### src/wide_mode_pkg.sv
/*
 * Shared constants and carrier types for the wide-mode activation control
 * block: register offsets, field positions, reset values and size codes.
 * Assumes a 32-bit AXI4-Lite register bus with byte addresses.
 */
package wide_mode_pkg;

   // Register byte offsets
   localparam logic [31:0] OFS_CTRL = 32'h0000_0000;
   localparam logic [31:0] OFS_CODE_SEG = 32'h0000_0004;
   localparam logic [31:0] OFS_PREFIX = 32'h0000_0008;
   localparam logic [31:0] OFS_MODE = 32'h0000_000c;
   localparam logic [31:0] OFS_PBASE_LO = 32'h0000_0010;
   localparam logic [31:0] OFS_PBASE_HI = 32'h0000_0014;
   localparam logic [31:0] OFS_INT_TABLE = 32'h0000_0018;
   localparam logic [31:0] OFS_FAULT = 32'h0000_001c;

   // Control register fields
   localparam int CTRL_ENABLE_POS = 0;
   localparam int CTRL_PAGING_POS = 1;
   localparam int CTRL_PAE_POS = 2;
   localparam int CTRL_ACTIVE_POS = 8;

   // Code segment attribute fields
   localparam int CS_LONG_POS = 0;
   localparam int CS_DSIZE_POS = 1;

   // Prefix override fields
   localparam int PFX_SHORT_POS = 0;
   localparam int PFX_WIDE_POS = 1;
   localparam int PFX_ADDR_POS = 2;

   // Mode status fields
   localparam int MODE_SUB_LSB = 0;
   localparam int MODE_ADDR_LSB = 2;
   localparam int MODE_OP_LSB = 4;
   localparam int MODE_RSV_POS = 6;
   localparam int MODE_DEF_ADDR_LSB = 8;
   localparam int MODE_DEF_OP_LSB = 10;

   // Fault status fields
   localparam int FLT_STICKY_POS = 0;
   localparam int FLT_CAUSE_LSB = 4;
   localparam int FLT_CODE_LSB = 8;
   localparam int FLT_COUNT_LSB = 16;

   // Size codes
   localparam logic [1:0] SIZE_16 = 2'h0;
   localparam logic [1:0] SIZE_32 = 2'h1;
   localparam logic [1:0] SIZE_64 = 2'h2;

   // Sub-mode codes
   localparam logic [1:0] SUB_LEGACY = 2'h0;
   localparam logic [1:0] SUB_COMPAT = 2'h1;
   localparam logic [1:0] SUB_64 = 2'h2;
   localparam logic [1:0] SUB_RESERVED = 2'h3;

   // Reset values and fixed codes
   localparam logic [63:0] RST_PAGE_BASE = 64'h0;
   localparam logic [31:0] RST_INT_TABLE = 32'h0;
   localparam logic [7:0] GP_ERROR_CODE = 8'h00;
   localparam logic [15:0] RST_FAULT_COUNT = 16'h0;

   // Bus answers
   localparam logic [1:0] RESP_OKAY = 2'h0;
   localparam logic [1:0] RESP_SLVERR = 2'h2;

   typedef struct packed {
      logic default_size;
      logic long_attr;
   } code_seg_t;

   typedef struct packed {
      logic addr_short;
      logic op_wide;
      logic op_short;
   } prefix_t;

   typedef struct packed {
      logic reserved;
      logic [1:0] def_op;
      logic [1:0] def_addr;
      logic [1:0] op_size;
      logic [1:0] addr_size;
      logic [1:0] submode;
   } mode_info_t;

   // Keeps unstrobed byte lanes at their old value
   function automatic logic [31:0] strobe_merge(input logic [31:0] old_val, input logic [31:0] new_val,
                                                input logic [3:0] strb);
      logic [31:0] res;
      res = old_val;
      for (int b = 0; b < 4; b++) begin
         if (strb[b]) begin
            res[8*b +: 8] = new_val[8*b +: 8];
         end
      end
      return res;
   endfunction : strobe_merge

endpackage : wide_mode_pkg

### src/op_mode_decoder.sv
/*
 * Operating sub-mode and size decoder: maps the active bit, the code
 * segment attributes and the prefix overrides to sub-mode and sizes.
 * Assumes its inputs are registered state of the same clock domain.
 */
`timescale 1ns/1ns
`default_nettype none

module op_mode_decoder
   import wide_mode_pkg::*;
(
   // Mode state
   input wire logic i_active,
   input wire code_seg_t i_code_seg,
   input wire prefix_t i_prefix,
   // Decoded mode
   output mode_info_t o_mode
);

   always_comb begin
      o_mode = '0;
      if (!i_active) begin
         // Legacy: long attribute and wide prefix ignored
         o_mode.submode = SUB_LEGACY;
         o_mode.def_addr = i_code_seg.default_size ? SIZE_32 : SIZE_16;
      end else if (!i_code_seg.long_attr) begin
         o_mode.submode = SUB_COMPAT;
         o_mode.def_addr = i_code_seg.default_size ? SIZE_32 : SIZE_16;
      end else if (i_code_seg.default_size) begin
         o_mode.submode = SUB_RESERVED;
         o_mode.reserved = 1'b1;
         o_mode.def_addr = SIZE_64;
      end else begin
         o_mode.submode = SUB_64;
         o_mode.def_addr = SIZE_64;
      end
      o_mode.def_op = (o_mode.def_addr == SIZE_16) ? SIZE_16 : SIZE_32;
      if (o_mode.def_addr == SIZE_64) begin
         // Wide prefix beats the short one; address shrinks to 32 only
         o_mode.op_size = i_prefix.op_wide ? SIZE_64 : (i_prefix.op_short ? SIZE_16 : SIZE_32);
         o_mode.addr_size = i_prefix.addr_short ? SIZE_32 : SIZE_64;
      end else begin
         // Legacy style: short operand and address prefixes toggle 16 and 32
         o_mode.op_size = (i_prefix.op_short ^ (o_mode.def_op == SIZE_32)) ? SIZE_32 : SIZE_16;
         o_mode.addr_size = (i_prefix.addr_short ^ (o_mode.def_addr == SIZE_32)) ? SIZE_32 : SIZE_16;
      end
   end

endmodule : op_mode_decoder

`default_nettype wire

### src/long_mode_activation_control.sv
/*
 * Wide-mode activation control: enable, paging and address-extension bits
 * with consistency checks, the active status bit, sub-mode decode, page map
 * base and interrupt table register, all behind an AXI4-Lite slave.
 * Assumes one clock, asynchronous active-low reset and a bus master on the
 * same clock that keeps AXI4-Lite handshake rules.
 */
`timescale 1ns/1ns
`default_nettype none

module long_mode_activation_control
   import wide_mode_pkg::*;
(
   // Clock and reset
   input wire logic i_sys_clk,
   input wire logic i_rst_n,
   // AXI4-Lite write address and data
   input wire logic i_s_axi_awvalid,
   output logic o_s_axi_awready,
   input wire logic [31:0] i_s_axi_awaddr,
   input wire logic [2:0] i_s_axi_awprot,
   input wire logic i_s_axi_wvalid,
   output logic o_s_axi_wready,
   input wire logic [31:0] i_s_axi_wdata,
   input wire logic [3:0] i_s_axi_wstrb,
   // AXI4-Lite write response
   output logic o_s_axi_bvalid,
   input wire logic i_s_axi_bready,
   output logic [1:0] o_s_axi_bresp,
   // AXI4-Lite read
   input wire logic i_s_axi_arvalid,
   output logic o_s_axi_arready,
   input wire logic [31:0] i_s_axi_araddr,
   input wire logic [2:0] i_s_axi_arprot,
   output logic o_s_axi_rvalid,
   input wire logic i_s_axi_rready,
   output logic [31:0] o_s_axi_rdata,
   output logic [1:0] o_s_axi_rresp,
   // Mode state toward the core
   output logic o_wide_mode_active,
   output logic o_paging_enable,
   output mode_info_t o_mode,
   output logic [63:0] o_page_map_base,
   output logic o_gp_fault
);

   // Control state
   logic wide_mode_enable_bit;
   logic paging_enable_bit;
   logic phys_addr_extension_bit;
   logic wide_mode_active_bit;
   code_seg_t code_seg;
   prefix_t prefix;
   logic [31:0] interrupt_table_reg;
   logic fault_sticky;
   logic [3:0] fault_cause;
   logic [15:0] fault_count;

   // Bus state
   logic aw_held;
   logic w_held;
   logic [31:0] aw_addr;
   logic [31:0] w_data;
   logic [3:0] w_strb;
   logic commit;
   logic [31:0] wr_val;

   // Check results
   logic next_enable;
   logic next_paging;
   logic next_pae;
   logic [3:0] check_fail;
   logic ctrl_fault;
   logic ctrl_commit;
   mode_info_t decoded;

   function automatic logic addr_mapped(input logic [31:0] a);
      return (a == OFS_CTRL) || (a == OFS_CODE_SEG) || (a == OFS_PREFIX) || (a == OFS_MODE) ||
             (a == OFS_PBASE_LO) || (a == OFS_PBASE_HI) || (a == OFS_INT_TABLE) || (a == OFS_FAULT);
   endfunction : addr_mapped

   function automatic logic [31:0] reg_word(input logic [31:0] a);
      logic [31:0] v;
      v = 32'h0;
      case (a)
         OFS_CTRL: begin
            v[CTRL_ENABLE_POS] = wide_mode_enable_bit;
            v[CTRL_PAGING_POS] = paging_enable_bit;
            v[CTRL_PAE_POS] = phys_addr_extension_bit;
            v[CTRL_ACTIVE_POS] = wide_mode_active_bit;
         end
         OFS_CODE_SEG: begin
            v[CS_LONG_POS] = code_seg.long_attr;
            v[CS_DSIZE_POS] = code_seg.default_size;
         end
         OFS_PREFIX: begin
            v[PFX_SHORT_POS] = prefix.op_short;
            v[PFX_WIDE_POS] = prefix.op_wide;
            v[PFX_ADDR_POS] = prefix.addr_short;
         end
         OFS_MODE: begin
            v[MODE_SUB_LSB +: 2] = o_mode.submode;
            v[MODE_ADDR_LSB +: 2] = o_mode.addr_size;
            v[MODE_OP_LSB +: 2] = o_mode.op_size;
            v[MODE_RSV_POS] = o_mode.reserved;
            v[MODE_DEF_ADDR_LSB +: 2] = o_mode.def_addr;
            v[MODE_DEF_OP_LSB +: 2] = o_mode.def_op;
         end
         OFS_PBASE_LO: v = o_page_map_base[31:0];
         OFS_PBASE_HI: v = o_page_map_base[63:32];
         OFS_INT_TABLE: v = interrupt_table_reg;
         OFS_FAULT: begin
            v[FLT_STICKY_POS] = fault_sticky;
            v[FLT_CAUSE_LSB +: 4] = fault_cause;
            v[FLT_CODE_LSB +: 8] = GP_ERROR_CODE;
            v[FLT_COUNT_LSB +: 16] = fault_count;
         end
         default: v = 32'h0;
      endcase
      return v;
   endfunction : reg_word

   // Write address channel
   always_ff @(posedge i_sys_clk or negedge i_rst_n) begin
      if (!i_rst_n) begin
         aw_held <= 1'b0;
         o_s_axi_awready <= 1'b1;
         aw_addr <= 32'h0;
      end else if (o_s_axi_awready && i_s_axi_awvalid) begin
         aw_held <= 1'b1;
         o_s_axi_awready <= 1'b0;
         aw_addr <= i_s_axi_awaddr;
      end else if (commit) begin
         aw_held <= 1'b0;
      end else if (o_s_axi_bvalid && i_s_axi_bready) begin
         o_s_axi_awready <= 1'b1;
      end
   end

   // Write data channel
   always_ff @(posedge i_sys_clk or negedge i_rst_n) begin
      if (!i_rst_n) begin
         w_held <= 1'b0;
         o_s_axi_wready <= 1'b1;
         w_data <= 32'h0;
         w_strb <= 4'h0;
      end else if (o_s_axi_wready && i_s_axi_wvalid) begin
         w_held <= 1'b1;
         o_s_axi_wready <= 1'b0;
         w_data <= i_s_axi_wdata;
         w_strb <= i_s_axi_wstrb;
      end else if (commit) begin
         w_held <= 1'b0;
      end else if (o_s_axi_bvalid && i_s_axi_bready) begin
         o_s_axi_wready <= 1'b1;
      end
   end

   assign commit = aw_held && w_held && !o_s_axi_bvalid;
   // Procedural so the merge follows register state, not only the arguments
   always_comb begin
      wr_val = strobe_merge(reg_word(aw_addr), w_data, w_strb);
   end

   // Consistency checks on the attempted control bits
   always_comb begin
      next_enable = wr_val[CTRL_ENABLE_POS];
      next_paging = wr_val[CTRL_PAGING_POS];
      next_pae = wr_val[CTRL_PAE_POS];
      check_fail[0] = (next_enable != wide_mode_enable_bit) && paging_enable_bit;
      check_fail[1] = !paging_enable_bit && next_paging && next_enable && !next_pae;
      check_fail[2] = !paging_enable_bit && next_paging && next_enable && code_seg.long_attr;
      check_fail[3] = phys_addr_extension_bit && !next_pae && wide_mode_active_bit;
   end

   assign ctrl_commit = commit && (aw_addr == OFS_CTRL);
   assign ctrl_fault = ctrl_commit && (check_fail != 4'h0);

   // Write response
   always_ff @(posedge i_sys_clk or negedge i_rst_n) begin
      if (!i_rst_n) begin
         o_s_axi_bvalid <= 1'b0;
         o_s_axi_bresp <= RESP_OKAY;
      end else if (commit) begin
         o_s_axi_bvalid <= 1'b1;
         o_s_axi_bresp <= (!addr_mapped(aw_addr) || ctrl_fault) ? RESP_SLVERR : RESP_OKAY;
      end else if (o_s_axi_bvalid && i_s_axi_bready) begin
         o_s_axi_bvalid <= 1'b0;
      end
   end

   // Mode control bits; a failed check keeps all of them
   always_ff @(posedge i_sys_clk or negedge i_rst_n) begin
      if (!i_rst_n) begin
         wide_mode_enable_bit <= 1'b0;
         paging_enable_bit <= 1'b0;
         phys_addr_extension_bit <= 1'b0;
         wide_mode_active_bit <= 1'b0;
      end else if (ctrl_commit && !ctrl_fault) begin
         wide_mode_enable_bit <= next_enable;
         paging_enable_bit <= next_paging;
         phys_addr_extension_bit <= next_pae;
         // Set on paging on with enable, cleared when paging drops
         wide_mode_active_bit <= next_paging && next_enable;
      end
   end

   // Code segment attributes and prefix overrides
   always_ff @(posedge i_sys_clk or negedge i_rst_n) begin
      if (!i_rst_n) begin
         code_seg <= '0;
         prefix <= '0;
      end else if (commit && (aw_addr == OFS_CODE_SEG)) begin
         code_seg.long_attr <= wr_val[CS_LONG_POS];
         code_seg.default_size <= wr_val[CS_DSIZE_POS];
      end else if (commit && (aw_addr == OFS_PREFIX)) begin
         prefix.op_short <= wr_val[PFX_SHORT_POS];
         prefix.op_wide <= wr_val[PFX_WIDE_POS];
         prefix.addr_short <= wr_val[PFX_ADDR_POS];
      end
   end

   // Page map base; upper word only writable once active
   always_ff @(posedge i_sys_clk or negedge i_rst_n) begin
      if (!i_rst_n) begin
         o_page_map_base <= RST_PAGE_BASE;
      end else if (commit && (aw_addr == OFS_PBASE_LO)) begin
         o_page_map_base[31:0] <= wr_val;
      end else if (commit && (aw_addr == OFS_PBASE_HI) && wide_mode_active_bit) begin
         o_page_map_base[63:32] <= wr_val;
      end
   end

   // Interrupt table reference; only software writes move it
   always_ff @(posedge i_sys_clk or negedge i_rst_n) begin
      if (!i_rst_n) begin
         interrupt_table_reg <= RST_INT_TABLE;
      end else if (commit && (aw_addr == OFS_INT_TABLE)) begin
         interrupt_table_reg <= wr_val;
      end
   end

   // Fault status; a new fault wins over a clear
   always_ff @(posedge i_sys_clk or negedge i_rst_n) begin
      if (!i_rst_n) begin
         fault_sticky <= 1'b0;
         fault_cause <= 4'h0;
         fault_count <= RST_FAULT_COUNT;
         o_gp_fault <= 1'b0;
      end else begin
         o_gp_fault <= ctrl_fault;
         if (ctrl_fault) begin
            fault_sticky <= 1'b1;
            fault_cause <= check_fail;
            fault_count <= fault_count + 16'h1;
         end else if (commit && (aw_addr == OFS_FAULT) && w_strb[0] && w_data[FLT_STICKY_POS]) begin
            fault_sticky <= 1'b0;
         end
      end
   end

   op_mode_decoder u_decoder (
      .i_active(wide_mode_active_bit),
      .i_code_seg(code_seg),
      .i_prefix(prefix),
      .o_mode(decoded)
   );

   // Mode outputs toward the core
   always_ff @(posedge i_sys_clk or negedge i_rst_n) begin
      if (!i_rst_n) begin
         o_mode <= '0;
         o_wide_mode_active <= 1'b0;
         o_paging_enable <= 1'b0;
      end else begin
         o_mode <= decoded;
         o_wide_mode_active <= wide_mode_active_bit;
         o_paging_enable <= paging_enable_bit;
      end
   end

   // Read channel
   always_ff @(posedge i_sys_clk or negedge i_rst_n) begin
      if (!i_rst_n) begin
         o_s_axi_arready <= 1'b1;
         o_s_axi_rvalid <= 1'b0;
         o_s_axi_rdata <= 32'h0;
         o_s_axi_rresp <= RESP_OKAY;
      end else if (o_s_axi_arready && i_s_axi_arvalid) begin
         o_s_axi_arready <= 1'b0;
         o_s_axi_rvalid <= 1'b1;
         o_s_axi_rdata <= reg_word(i_s_axi_araddr);
         o_s_axi_rresp <= addr_mapped(i_s_axi_araddr) ? RESP_OKAY : RESP_SLVERR;
      end else if (o_s_axi_rvalid && i_s_axi_rready) begin
         o_s_axi_rvalid <= 1'b0;
         o_s_axi_arready <= 1'b1;
      end
   end

endmodule : long_mode_activation_control

`default_nettype wire

### config.mk
export PLATFORM = sky130hd
export DESIGN_NAME = long_mode_activation_control
export DESIGN_NICKNAME = d
export VERILOG_FILES = /design/src/wide_mode_pkg.sv /design/src/op_mode_decoder.sv /design/src/long_mode_activation_control.sv
export SDC_FILE = /design/constraint.sdc
export NUM_CORES = 1
export LEC_CHECK = 0
export BUFFER_PORTS_ARGS = -buffer_cell sky130_fd_sc_hd__buf_4
export CORE_AREA = 4 4 173 175
export CTS_CLUSTER_DIAMETER = 120
export CTS_CLUSTER_SIZE = 24
export DETAILED_ROUTE_END_ITERATION = 8
export DIE_AREA = 0 0 177 179
export GPL_TIMING_DRIVEN = 0
export PLACE_DENSITY_LB_ADDON = 0.12
export SYNTH_ARGS = -nofsm -noshare
export SYNTH_HDL_FRONTEND = slang
export SYNTH_SLANG_ARGS = --single-unit
### constraint.sdc
create_clock -name i_sys_clk -period 5.6 [get_ports i_sys_clk]
set_input_delay 0.84 -clock i_sys_clk [delete_from_list [all_inputs] [get_ports i_sys_clk]]
set_output_delay 0.84 -clock i_sys_clk [all_outputs]
set_load 0.03 [all_outputs]
# --- Yosys cells after proc, flatten, opt, wreduce, memory -nomap -nowiden ---
# Index checks and enable logic that the tools add are counted.
classes:
  add_sub_neg: 1
  bitwise: 4
  reduce_logical: 62
  n_mux: 55
  eq_ne: 20
ops:
  columns: ["operator", "n"]
  rows:
  - ["equality test 32 x 5 -> 1 bit (second input constant)", 8]
  - ["one-hot mux 20 bit (4 select lines)", 2]
  - ["equality test 32 x 4 -> 1 bit (second input constant)", 4]
  - ["equality test 32 x 3 -> 1 bit (second input constant)", 2]
  - ["zero test 32 bit", 2]
  - ["two-way mux 8 bit", 4]
  - ["one-hot mux 3 bit (5 select lines)", 2]
  - ["logical AND 1 bit", 27]
  - ["two-way mux 1 bit", 24]
  - ["one-hot mux 3 bit (4 select lines)", 2]
  - ["adder 16 x 1 -> 16 bit (second input constant)", 1]
  - ["two-way mux 2 bit", 8]
  - ["one-hot mux 1 bit (4 select lines)", 4]
  - ["one-hot mux 1 bit (8 select lines)", 2]
  - ["logical OR 1 bit", 15]
  - ["one-hot mux 1 bit (7 select lines)", 2]
  - ["nonzero test 2 bit", 7]
  - ["one-hot mux 1 bit (6 select lines)", 2]
  - ["one-hot mux 1 bit (5 select lines)", 2]
  - ["AND reduction 2 bit", 4]
  - ["zero test 1 bit", 5]
  - ["equality test 2 x 1 -> 1 bit (second input constant)", 2]
  - ["two-way mux 4 bit", 1]
  - ["!= test 2 x 1 -> 1 bit (second input constant)", 2]
  - ["other kinds (6)", 8]
word_totals:
  inputBits: 113
  regBits: 251

# --- Logic depth before layout (Yosys ltp) ---
# Gate-level depths: netlist of run 1.
depth:
  depth_word: 11
  mapped_depth: 11

# --- By module ---
# Synthesis of run 1 repeated with hierarchy kept, for this count alone.
unflattened:
  cells_unflattened: 1057
  hier_area_um2: 11658.7
by_module_without_submodules:
  columns: ["mod", "n_inst", "cells_each", "area_per_inst_um2"]
  rows:
  - ["long_mode_activation_control", 1, 1041, 11553.6]
  - ["op_mode_decoder", 1, 16, 105.1]

# --- Worst setup path before layout of run 1 ---
# No wires, ideal clock.
synth_timing:
  path_kind: "input to register"
  from: "input i_s_axi_araddr[13]"
  to: "register o_s_axi_rdata[4]"
  path_buffers: 1
  required_time_ns: 5.536
  arrival_time_ns: 2.904
  path_stages: 9
  slack_ns: 2.631
  cell_sequence: "nor4_1 nand2_1 nor4_1 nand2_1 nor3b_1 clkbuf_1 a22oi_1 a21oi_1 a21o_1"
synth_between:
  elab_chain_cells: 2
  word_cells_on_any_way: 6
  cone_classes: "eq/ne (5); mux (1)"
synth_rtl:
  columns: ["item", "line_no", "source"]
  rows:
  - ["start: declaration", "long_mode_activation_control.sv:33", "input wire logic [31:0] i_s_axi_araddr,"]
  - ["equality test 32 x 5 -> 1 bit or equality test 32 x 4 -> 1 bit (tied branches)", "long_mode_activation_control.sv:85", "case (a)"]
  - ["one-hot mux 3 bit (5 select lines) *", "long_mode_activation_control.sv:85", null]
  - ["end signal: assignment", "long_mode_activation_control.sv:292", "o_s_axi_rdata <= reg_word(i_s_axi_araddr);"]
  - ["end: declaration", "long_mode_activation_control.sv:37", "output logic [31:0] o_s_axi_rdata,"]
# Mark *: on every way between the ends. The rest lies on a longest branch, timed or not.
# A chain may end at the register's enable or synchronous reset.

# --- Worst setup path after layout of run 1 ---
layout_timing:
  from: "register aw_addr[9]"
  to: "register o_page_map_base[30]"
layout_between:
  elab_chain_cells: 3
  word_cells_on_any_way: 7
  cone_classes: "eq/ne (4); mux (2); reduce/logical (1)"
layout_rtl:
  columns: ["item", "line_no", "source"]
  rows:
  - ["start: declaration", "long_mode_activation_control.sv:62", "logic [31:0] aw_addr;"]
  - ["start signal: assignment", "long_mode_activation_control.sv:132", "aw_addr <= i_s_axi_awaddr;"]
  - ["equality test 32 x 5 -> 1 bit, on equally long branches", "long_mode_activation_control.sv:85, long_mode_activation_control.sv:227", null]
  - ["one-hot mux 20 bit (4 select lines)", "long_mode_activation_control.sv:85", null]
  - ["two-way mux 8 bit", "wide_mode_pkg.sv:94", "if (strb[b]) begin"]
  - ["end signal: assignment", "long_mode_activation_control.sv:228", "o_page_map_base[31:0] <= wr_val;"]
  - ["end: declaration", "long_mode_activation_control.sv:43", "output logic [63:0] o_page_map_base,"]
# Several ways; a longest one is shown, not always the timed one.

==> results of run 1 <==
[worst min path at each step]
stage | from | slack, ps | cells after the start | to
after floorplan | wide_mode_active_bit$_DFFE_PN0P_ | 450 | 0 | o_wide_mode_active$_DFF_PN0_
after global placement | o_s_axi_rdata[29]$_DFFE_PN0P_ | 460 | 1 | o_s_axi_rdata[29]$_DFFE_PN0P_
after detailed placement | o_s_axi_rdata[6]$_DFFE_PN0P_ | 470 | 1 | o_s_axi_rdata[6]$_DFFE_PN0P_
after CTS | i_rst_n | 290 | 1 | o_mode[3]$_DFF_PN0_
after global routing | i_rst_n | 290 | 1 | o_s_axi_rdata[12]$_DFFE_PN0P_
final | i_rst_n | 270 | 1 | o_s_axi_rdata[12]$_DFFE_PN0P_
[routing by layer]
metal  part of all wire [%]  vias to the layer above
met5                      0                        -
met4                    2.3                        0
met3                    9.3                       47
met2                     46                      409
met1                     43                     4600
li1                       -                     4348
[kinds of logic after synthesis]
kind of cell | count (synthesis) | synth area share (%)
xor+xnor | 18 | 1.41
fa+ha+maj | 1 | 0.112
other cells | 1 | 0.0336
simple gates | 305 | 12.3
buf+inv | 91 | 3.25
compound gates | 311 | 17.9
flops | 247 | 55.3
mux | 95 | 9.69
[through the flow]
| stage | utilization (%) | cell area (um2) |
|---|---|---|
| 2_1_floorplan | - | 11200 |
| 3_3_place_gp | 46.7 | 13300 |
| 3_5_place_dp | 47.0 | 13400 |
| 4_1_cts | 48.4 | 13800 |
| 5_1_grt | 48.4 | 13800 |
| 6_report | 48.4 | 13800 |
[power groups by stage]
| stage | clock, uW | sequential [uW] | combinational [uW] |
|---|---|---|---|
| 2_1_floorplan | 0 | 2250 | 640 |
| 3_3_place_gp | 0 | 2280 | 977 |
| 3_5_place_dp | 0 | 2290 | 1000 |
| 4_1_cts | 1160 | 2250 | 1000 |
| 5_1_grt | 1210 | 2290 | 1100 |
| 6_report | 1110 | 2250 | 997 |
[cell type report]
cell class,instances,share of cell area [%]
multi-input combinational,733,33.7
buffer,74,2.17
timing repair buffer,221,12.4
inverter,17,0.463
clock inverter,2,0.154
tap,384,3.49
clock buffer,18,2.81
sequential,247,44.9
[cells in the mapped netlist (all sizes together) (2+ instances only)]
master	n
mux2i	16
nor3b	2
a221oi	5
nand3	19
or3	2
clkbuf	61
a22o	5
nor4	16
inv	17
nand2	186
dfrtp	244
nand3b	3
nor2b	4
mux4	3
nor2	32
a2bb2oi	3
nand4	6
dfstp	3
o41ai	2
a22oi	38
xnor2	4
o21ai	113
nand4b	2
buf	13
a21oi	69
a21o	23
xor2	14
a222oi	33
nor3	16
mux2	76
and2	3
and3	9
o31ai	11
o31a	2
==> PnR_summary.wiki, run 1 <==
{| class="wikitable"
! Metric !! Value
|-
| Net Sw Frac || approximately 31%
|-
| RSZ-0062 raised after global routing || no
|-
| Average vias per placed instance || between 5 and 6
|-
| Area taken by multi-input logic gates || 0.00464 mm2
|-
| Clock power share || 25.5%
|-
| Largest stage delay on the critical path || 750 ps
|-
| Cell area after technology mapping || about 0.011 mm2
|-
| Cell at the root of the clock tree || clkbuf_16
|-
| Max rail drop VDD || 235 uV
|-
| Yosys reg bits || 247
|-
| Reg-to-reg critical path startpoint || aw_addr[9]$_DFFE_PN0P_
|-
| YS warnings || 0
|-
| Number of maximum-capacitance constraint violations || 0
|-
| Capturing instance or port of the critical path || o_page_map_base[30]$_DFFE_PN0P_
|-
| Final cell count without fillers || ~1.7k
|-
| Pin count of the biggest net entering global routing || between 100 and 150
|-
| Core outline area || 0.0285 mm2
|-
| Aggregate negative setup slack || 0 ps
|-
| Pwr Total || 4360 uW
|-
| Vias in the first global route || 9,293
|-
| H-Tree Depth || 1
|-
| Cell count after placement || 1,676
|-
| Global routing usage on met2 || 36.6%
|-
| Critical path depth in cells || 10
|-
| Buffering stage count on the worst path with inverters included || 2
|-
| Nets@finish || 1,422
|-
| RD Place Congestion || 0.913
|-
| Die height || roughly 180 um
|-
| Total count of max-transition violations in the final report || 0
|-
| Number of buffers inserted by port buffering || 219
|-
| Synthesized area per cell || 10.5 um2
|-
| Portion of total power attributed to sequential cells || 51.7%
|-
| Commonest non-fill, non-tap cells in the layout || 244 x dfrtp_1, 223 x buf_4, 186 x nand2_1, 113 x o21ai_0, 76 x mux2_2
|-
| Setup Fix Bufs, Post-CTS || 0
|-
| Met3 layer usage reported by global route || 4.58%
|-
| Post-placement worst setup slack || ~1300 ps
|-
| Final Hold Fails || 0
|-
| Category of the worst setup path capture point || flop
|-
| Static leakage || 0.00631 uW
|-
| Vias || 9,404
|-
| Slew at the pin closest to its max-slew limit || 947 ps
|-
| Flip-flop count of the largest register, all copies and words added || 64
|-
| Number of diodes || 0
|-
| Clock slew at the register clock pins of the worst setup and hold paths || approximately 100 ps
|-
| Drt first-iter violations || 1,151
|-
| Yosys cell types || between 50 and 60
|-
| Proportion of synthesized flip-flops having asynchronous set or reset || 100%
|-
| Area fraction of the dominant cell type after synthesis || between 50 and 60%
|-
| Largest delay share family, worst path || simple AND/OR/NAND/NOR gates
|-
| Initial core utilization || approximately 39%
|-
| Post-detail-place hpwl || 26.9 mm
|-
| Sequential-to-total area share from yosys stat || around 55%
|-
| Clock network latency to the later pin of the worst-skew pair || 500 ps
|-
| Wire length of the first global-routing pass || 56.8 mm
|-
| Gr usage total || 23.1%
|-
| Final critical path time including I/O delays and setup || 3970 ps
|-
| Startpoint type of the worst setup path || flop
|-
| Site row count || 62
|-
| Top-level I/O count || between 200 and 250
|-
| Power per cell area || 316 mW/mm2
|-
| Crit Path Category || flop to flop
|-
| Number of hold buffers added after cts || 0
|-
| Post-detailed-route wirelength per cell || between 20 and 25 um
|-
| TritonCTS clock tree || yes
|-
| Top register by number of flip-flops || o_page_map_base
|-
| Number of synthesized flops with an enable pin || 0
|-
| Switching Power || 1340 uW
|-
| Post-Route WL || 37.1 mm
|-
| Least setup slack across all paths after layout || about 1600 ps
|-
| Endpoint of the worst register-to-register path || o_page_map_base[30]$_DFFE_PN0P_
|-
| Final worst path period share || a little under three quarters
|-
| Layout Skew || around 25 ps
|-
| Top cells by area in the synthesized netlist || dfrtp_1 55%, mux2_2 7.7%, nand2_1 6.2%, o21ai_0 5.1%, a21oi_1 3.1%
|-
| Die span in x || 177 um
|-
| Overall die area || around 0.032 mm2
|-
| Share of post-route cells with drive strength above 1 || 25.5%
|-
| Number of DRC violations after detailed routing || 0
|-
| Drt pass-1 iters || 8
|-
| Number of standard cells after synthesis || around 1.1k
|-
| Remaining max-slew budget at the tightest pin || 36.3%
|-
| Cell internal pwr || 3020 uW
|-
| Final-report setup violation count || 0
|-
| Most used flip-flop cell after synthesis || dfrtp_1
|-
| Status || completed
|-
| Most common cell after layout, fill and taps aside || dfrtp_1
|-
| Total CTS buffers || 14
|-
| Max Freq || 252 MHz
|-
| Crit-path slowest cell || nor3_1
|-
| Seq. cell area || 0.00618 mm2
|-
| Number of nets with antenna violations after detailed routing || 0
|-
| Antenna violations before repair || 0
|-
| Maximum fanout along the worst path || 10
|-
| Count of instances resized after the clock tree is built || 0
|-
| Crit path launch || aw_addr[9]$_DFFE_PN0P_
|-
| Grt peak-use layer || met2
|-
| Chain of cells forming the critical path || nor4_1 -> nand4_1 -> nor3_1 -> and3_1 -> clkbuf_1 -> clkbuf_1 -> a22oi_1 -> a21oi_1 -> a21oi_1 -> o21ai_0
|-
| R2r worst-path depth || 10
|-
| Crit path required time || 6000 ps
|-
| CTS Sinks || 247
|-
| Fin Hold WS || 273 ps
|-
| R2R setup slack || 1630 ps
|-
| Area added between synthesis and finish || 23.3%
|-
| Met1 track demand over resource in global routing || 33.0%
|-
| Maximum buffer depth of the clock tree || 3
|-
| Largest area contributor in the synthesized netlist || dfrtp_1
|-
| GRT overflow || 0
|-
| Tightest Hold Check Type || input port to asynchronous set/reset pin
|-
| Count of fill cells added during filler insertion || 2,692
|-
| Arrival time of data at the critical path endpoint || roughly 4400 ps
|-
| Fraction of power consumed by combinational cells || between 20% and 30%
|}
Note: power is estimated with default switching activity, not from simulation.
==> inputs of run 2 (changes only) <==
Clock period 5.6 ns to 3.2 ns, I/O delays scaled along.
==> run 2 against run 1 <==
Combinational power rose by 83%. Final cell count grew 0.65%. First-iteration DRC count decreased by 5.6%. Non-clock buffer count rose by 11. Register-to-register slack got worse by 1400 ps. Worst setup slack worse by 1400 ps. Critical path type unchanged. Die area unchanged. Clock skew increased by 3.2 ps. Power is 78% higher. Clock power is 76% higher. Critical endpoint is now fault_count[12]$_DFFE_PN0P_.
==> PnR_summary.wiki, run 2 (synthesized netlist as in run 1, its figures left out) <==
{| class="wikitable"
! Metric !! Value
|-
| Number of buffers inserted by port buffering || 219
|-
| Power per cell area || 551 mW/mm2
|-
| Die span in x || 177 um
|-
| Share of post-route cells with drive strength above 1 || 28.6%
|-
| Number of diodes || 0
|-
| Pwr Total || 7740 uW
|-
| Flip-flop count of the largest register, all copies and words added || 64
|-
| Area added between synthesis and finish || 25.8%
|-
| Die height || between 150 and 200 um
|-
| Number of nets with antenna violations after detailed routing || 0
|-
| R2R setup slack || 180 ps
|-
| Fin Hold WS || 125 ps
|-
| Category of the worst setup path capture point || flop
|-
| Final cell count without fillers || 1,707
|-
| RD Place Congestion || 0.913
|-
| Overall die area || approximately 0.032 mm2
|-
| Cell at the root of the clock tree || clkbuf_16
|-
| Crit Path Category || flop to flop
|-
| Count of fill cells added during filler insertion || 2,664
|-
| Post-detailed-route wirelength per cell || approximately 22 um
|-
| Vias || roughly 9.6k
|-
| Wire length of the first global-routing pass || 56.9 mm
|-
| Average vias per placed instance || 5.60
|-
| Total CTS buffers || 14
|-
| Status || completed
|-
| Reg-to-reg critical path startpoint || aw_addr[13]$_DFFE_PN0P_
|-
| Top-level I/O count || 232
|-
| Max rail drop VDD || 417 uV
|-
| Most common cell after layout, fill and taps aside || dfrtp_1
|-
| Final design utilization || slightly below 50%
|-
| Slew at the pin closest to its max-slew limit || 813 ps
|-
| Vias in the first global route || 9,326
|-
| Crit path launch || aw_addr[13]$_DFFE_PN0P_
|-
| Layout Skew || 28.4 ps
|-
| Nets@finish || 1,433
|-
| Final worst path period share || 94.3%
|-
| Post-detail-place hpwl || 26.9 mm
|-
| CTS Sinks || 247
|-
| Hold path startpoint || i_s_axi_awvalid
|-
| Max Freq || 331 MHz
|-
| Arrival time of data at the critical path endpoint || about 3500 ps
|-
| Number of DRC violations after detailed routing || 0
|-
| Number of maximum-capacitance constraint violations || 0
|-
| Final-report setup violation count || 0
|-
| TritonCTS clock tree || yes
|-
| H-Tree Depth || 1
|-
| Clock network latency to the later pin of the worst-skew pair || 500 ps
|-
| Tightest Hold Check Type || input port to flop
|-
| Maximum buffer depth of the clock tree || 3
|-
| Drt first-iter violations || approximately 1.1k
|-
| GRT overflow || 0
|-
| Drt pass-1 iters || 9
|-
| Site row count || 62
|-
| Post-placement worst setup slack || -770 ps
|-
| Static leakage || 0.00647 uW
|-
| Antenna violations before repair || 0
|-
| Remaining max-slew budget at the tightest pin || 45.8%
|-
| Post-Route WL || 37.4 mm
|-
| Top register by number of flip-flops || o_page_map_base
|-
| Initial core utilization || just under 40%
|-
| Cell count after placement || 1,676
|-
| Core outline area || 0.0285 mm2
|-
| Maximum fanout along the worst path || 8
|-
| Pin count of the biggest net entering global routing || 110
|-
| Final Hold Fails || 0
|-
| Gr usage total || about 23%
|-
| Commonest non-fill, non-tap cells in the layout || 244 x dfrtp_1, 234 x buf_4, 185 x nand2_1, 113 x o21ai_0, 76 x mux2_2
|-
| Clock slew at the register clock pins of the worst setup and hold paths || 100 ps
|-
| Crit path required time || 3630 ps
|-
| Total count of max-transition violations in the final report || 0
|-
| Final critical path time including I/O delays and setup || 3020 ps
|-
| Startpoint type of the worst setup path || flop
|-
| Least setup slack across all paths after layout || around 180 ps
|}
[run 2: worst paths after layout]
path                                                   to  cells after the start
setup / recovery              fault_count[12]$_DFFE_PN0P_                     10
hold / removal                o_s_axi_awready$_DFFE_PN1P_                      2
setup reg to reg              fault_count[12]$_DFFE_PN0P_                     10
hold reg to reg              o_s_axi_rdata[6]$_DFFE_PN0P_                      1
max in group asynchronous  o_page_map_base[7]$_DFFE_PN0P_                      3
min in group asynchronous   o_s_axi_rdata[12]$_DFFE_PN0P_                      2
[run 2: where the power goes]
part / switching, uW / total, uW / internal (uW)
Clock: 1070 / 1950 / 873
Combinational: 989 / 1820 / 836
Sequential: 353 / 3970 / 3620
Total: 2410 / 7740 / 5330
[run 2: stage by stage]
stage / instance area (um2) / setup TNS, ps
after floorplan: 11200 / 0
after global routing: 14100 / -2.52
after CTS: 13900 / 0
after detailed placement: 13400 / -59080
final: 14100 / 0
after global placement: 13300 / -160170
[run 2: area by class of cell]
class | count | area (um2) | area share [%]
Timing Repair Buffer | 232 | 1800 | 12.8
Buffer | 74 | 349 | 2.48
Multi-Input combinational cell | 733 | 4770 | 33.9
Tap cell | 384 | 480 | 3.42
Clock buffer | 18 | 387 | 2.75
Sequential cell | 247 | 6180 | 44.0
Inverter | 17 | 63.8 | 0.454
Clock inverter | 2 | 21.3 | 0.151
[run 2: per-layer routing]
metal / track usage (%) / share of wire, %
met5: 0 / 0
met4: 6.22 / 2.3
met3: 4.53 / 8.9
met2: 36.5 / 46
met1: 33.1 / 43
[run 2: timing repair]
item	in CTS	in global routing
gates cloned	0	0
setup buffers	2	8
pin swaps	3	9
resized for setup	24	43
hold buffers	1	0
endpoints found under the setup margin	134	130
hold endpoints to repair	62	0
[run 2: worst max-delay path: stages (launching register included)]
cell	delay, ps
dfrtp_1	390
nor4_1	330
nand2_1	180
or3_1	400
buf_4	190
o31a_1	350
a2111oi_4	300
o31ai_4	150
buf_4	170
nor4_1	310
xor2_1	180
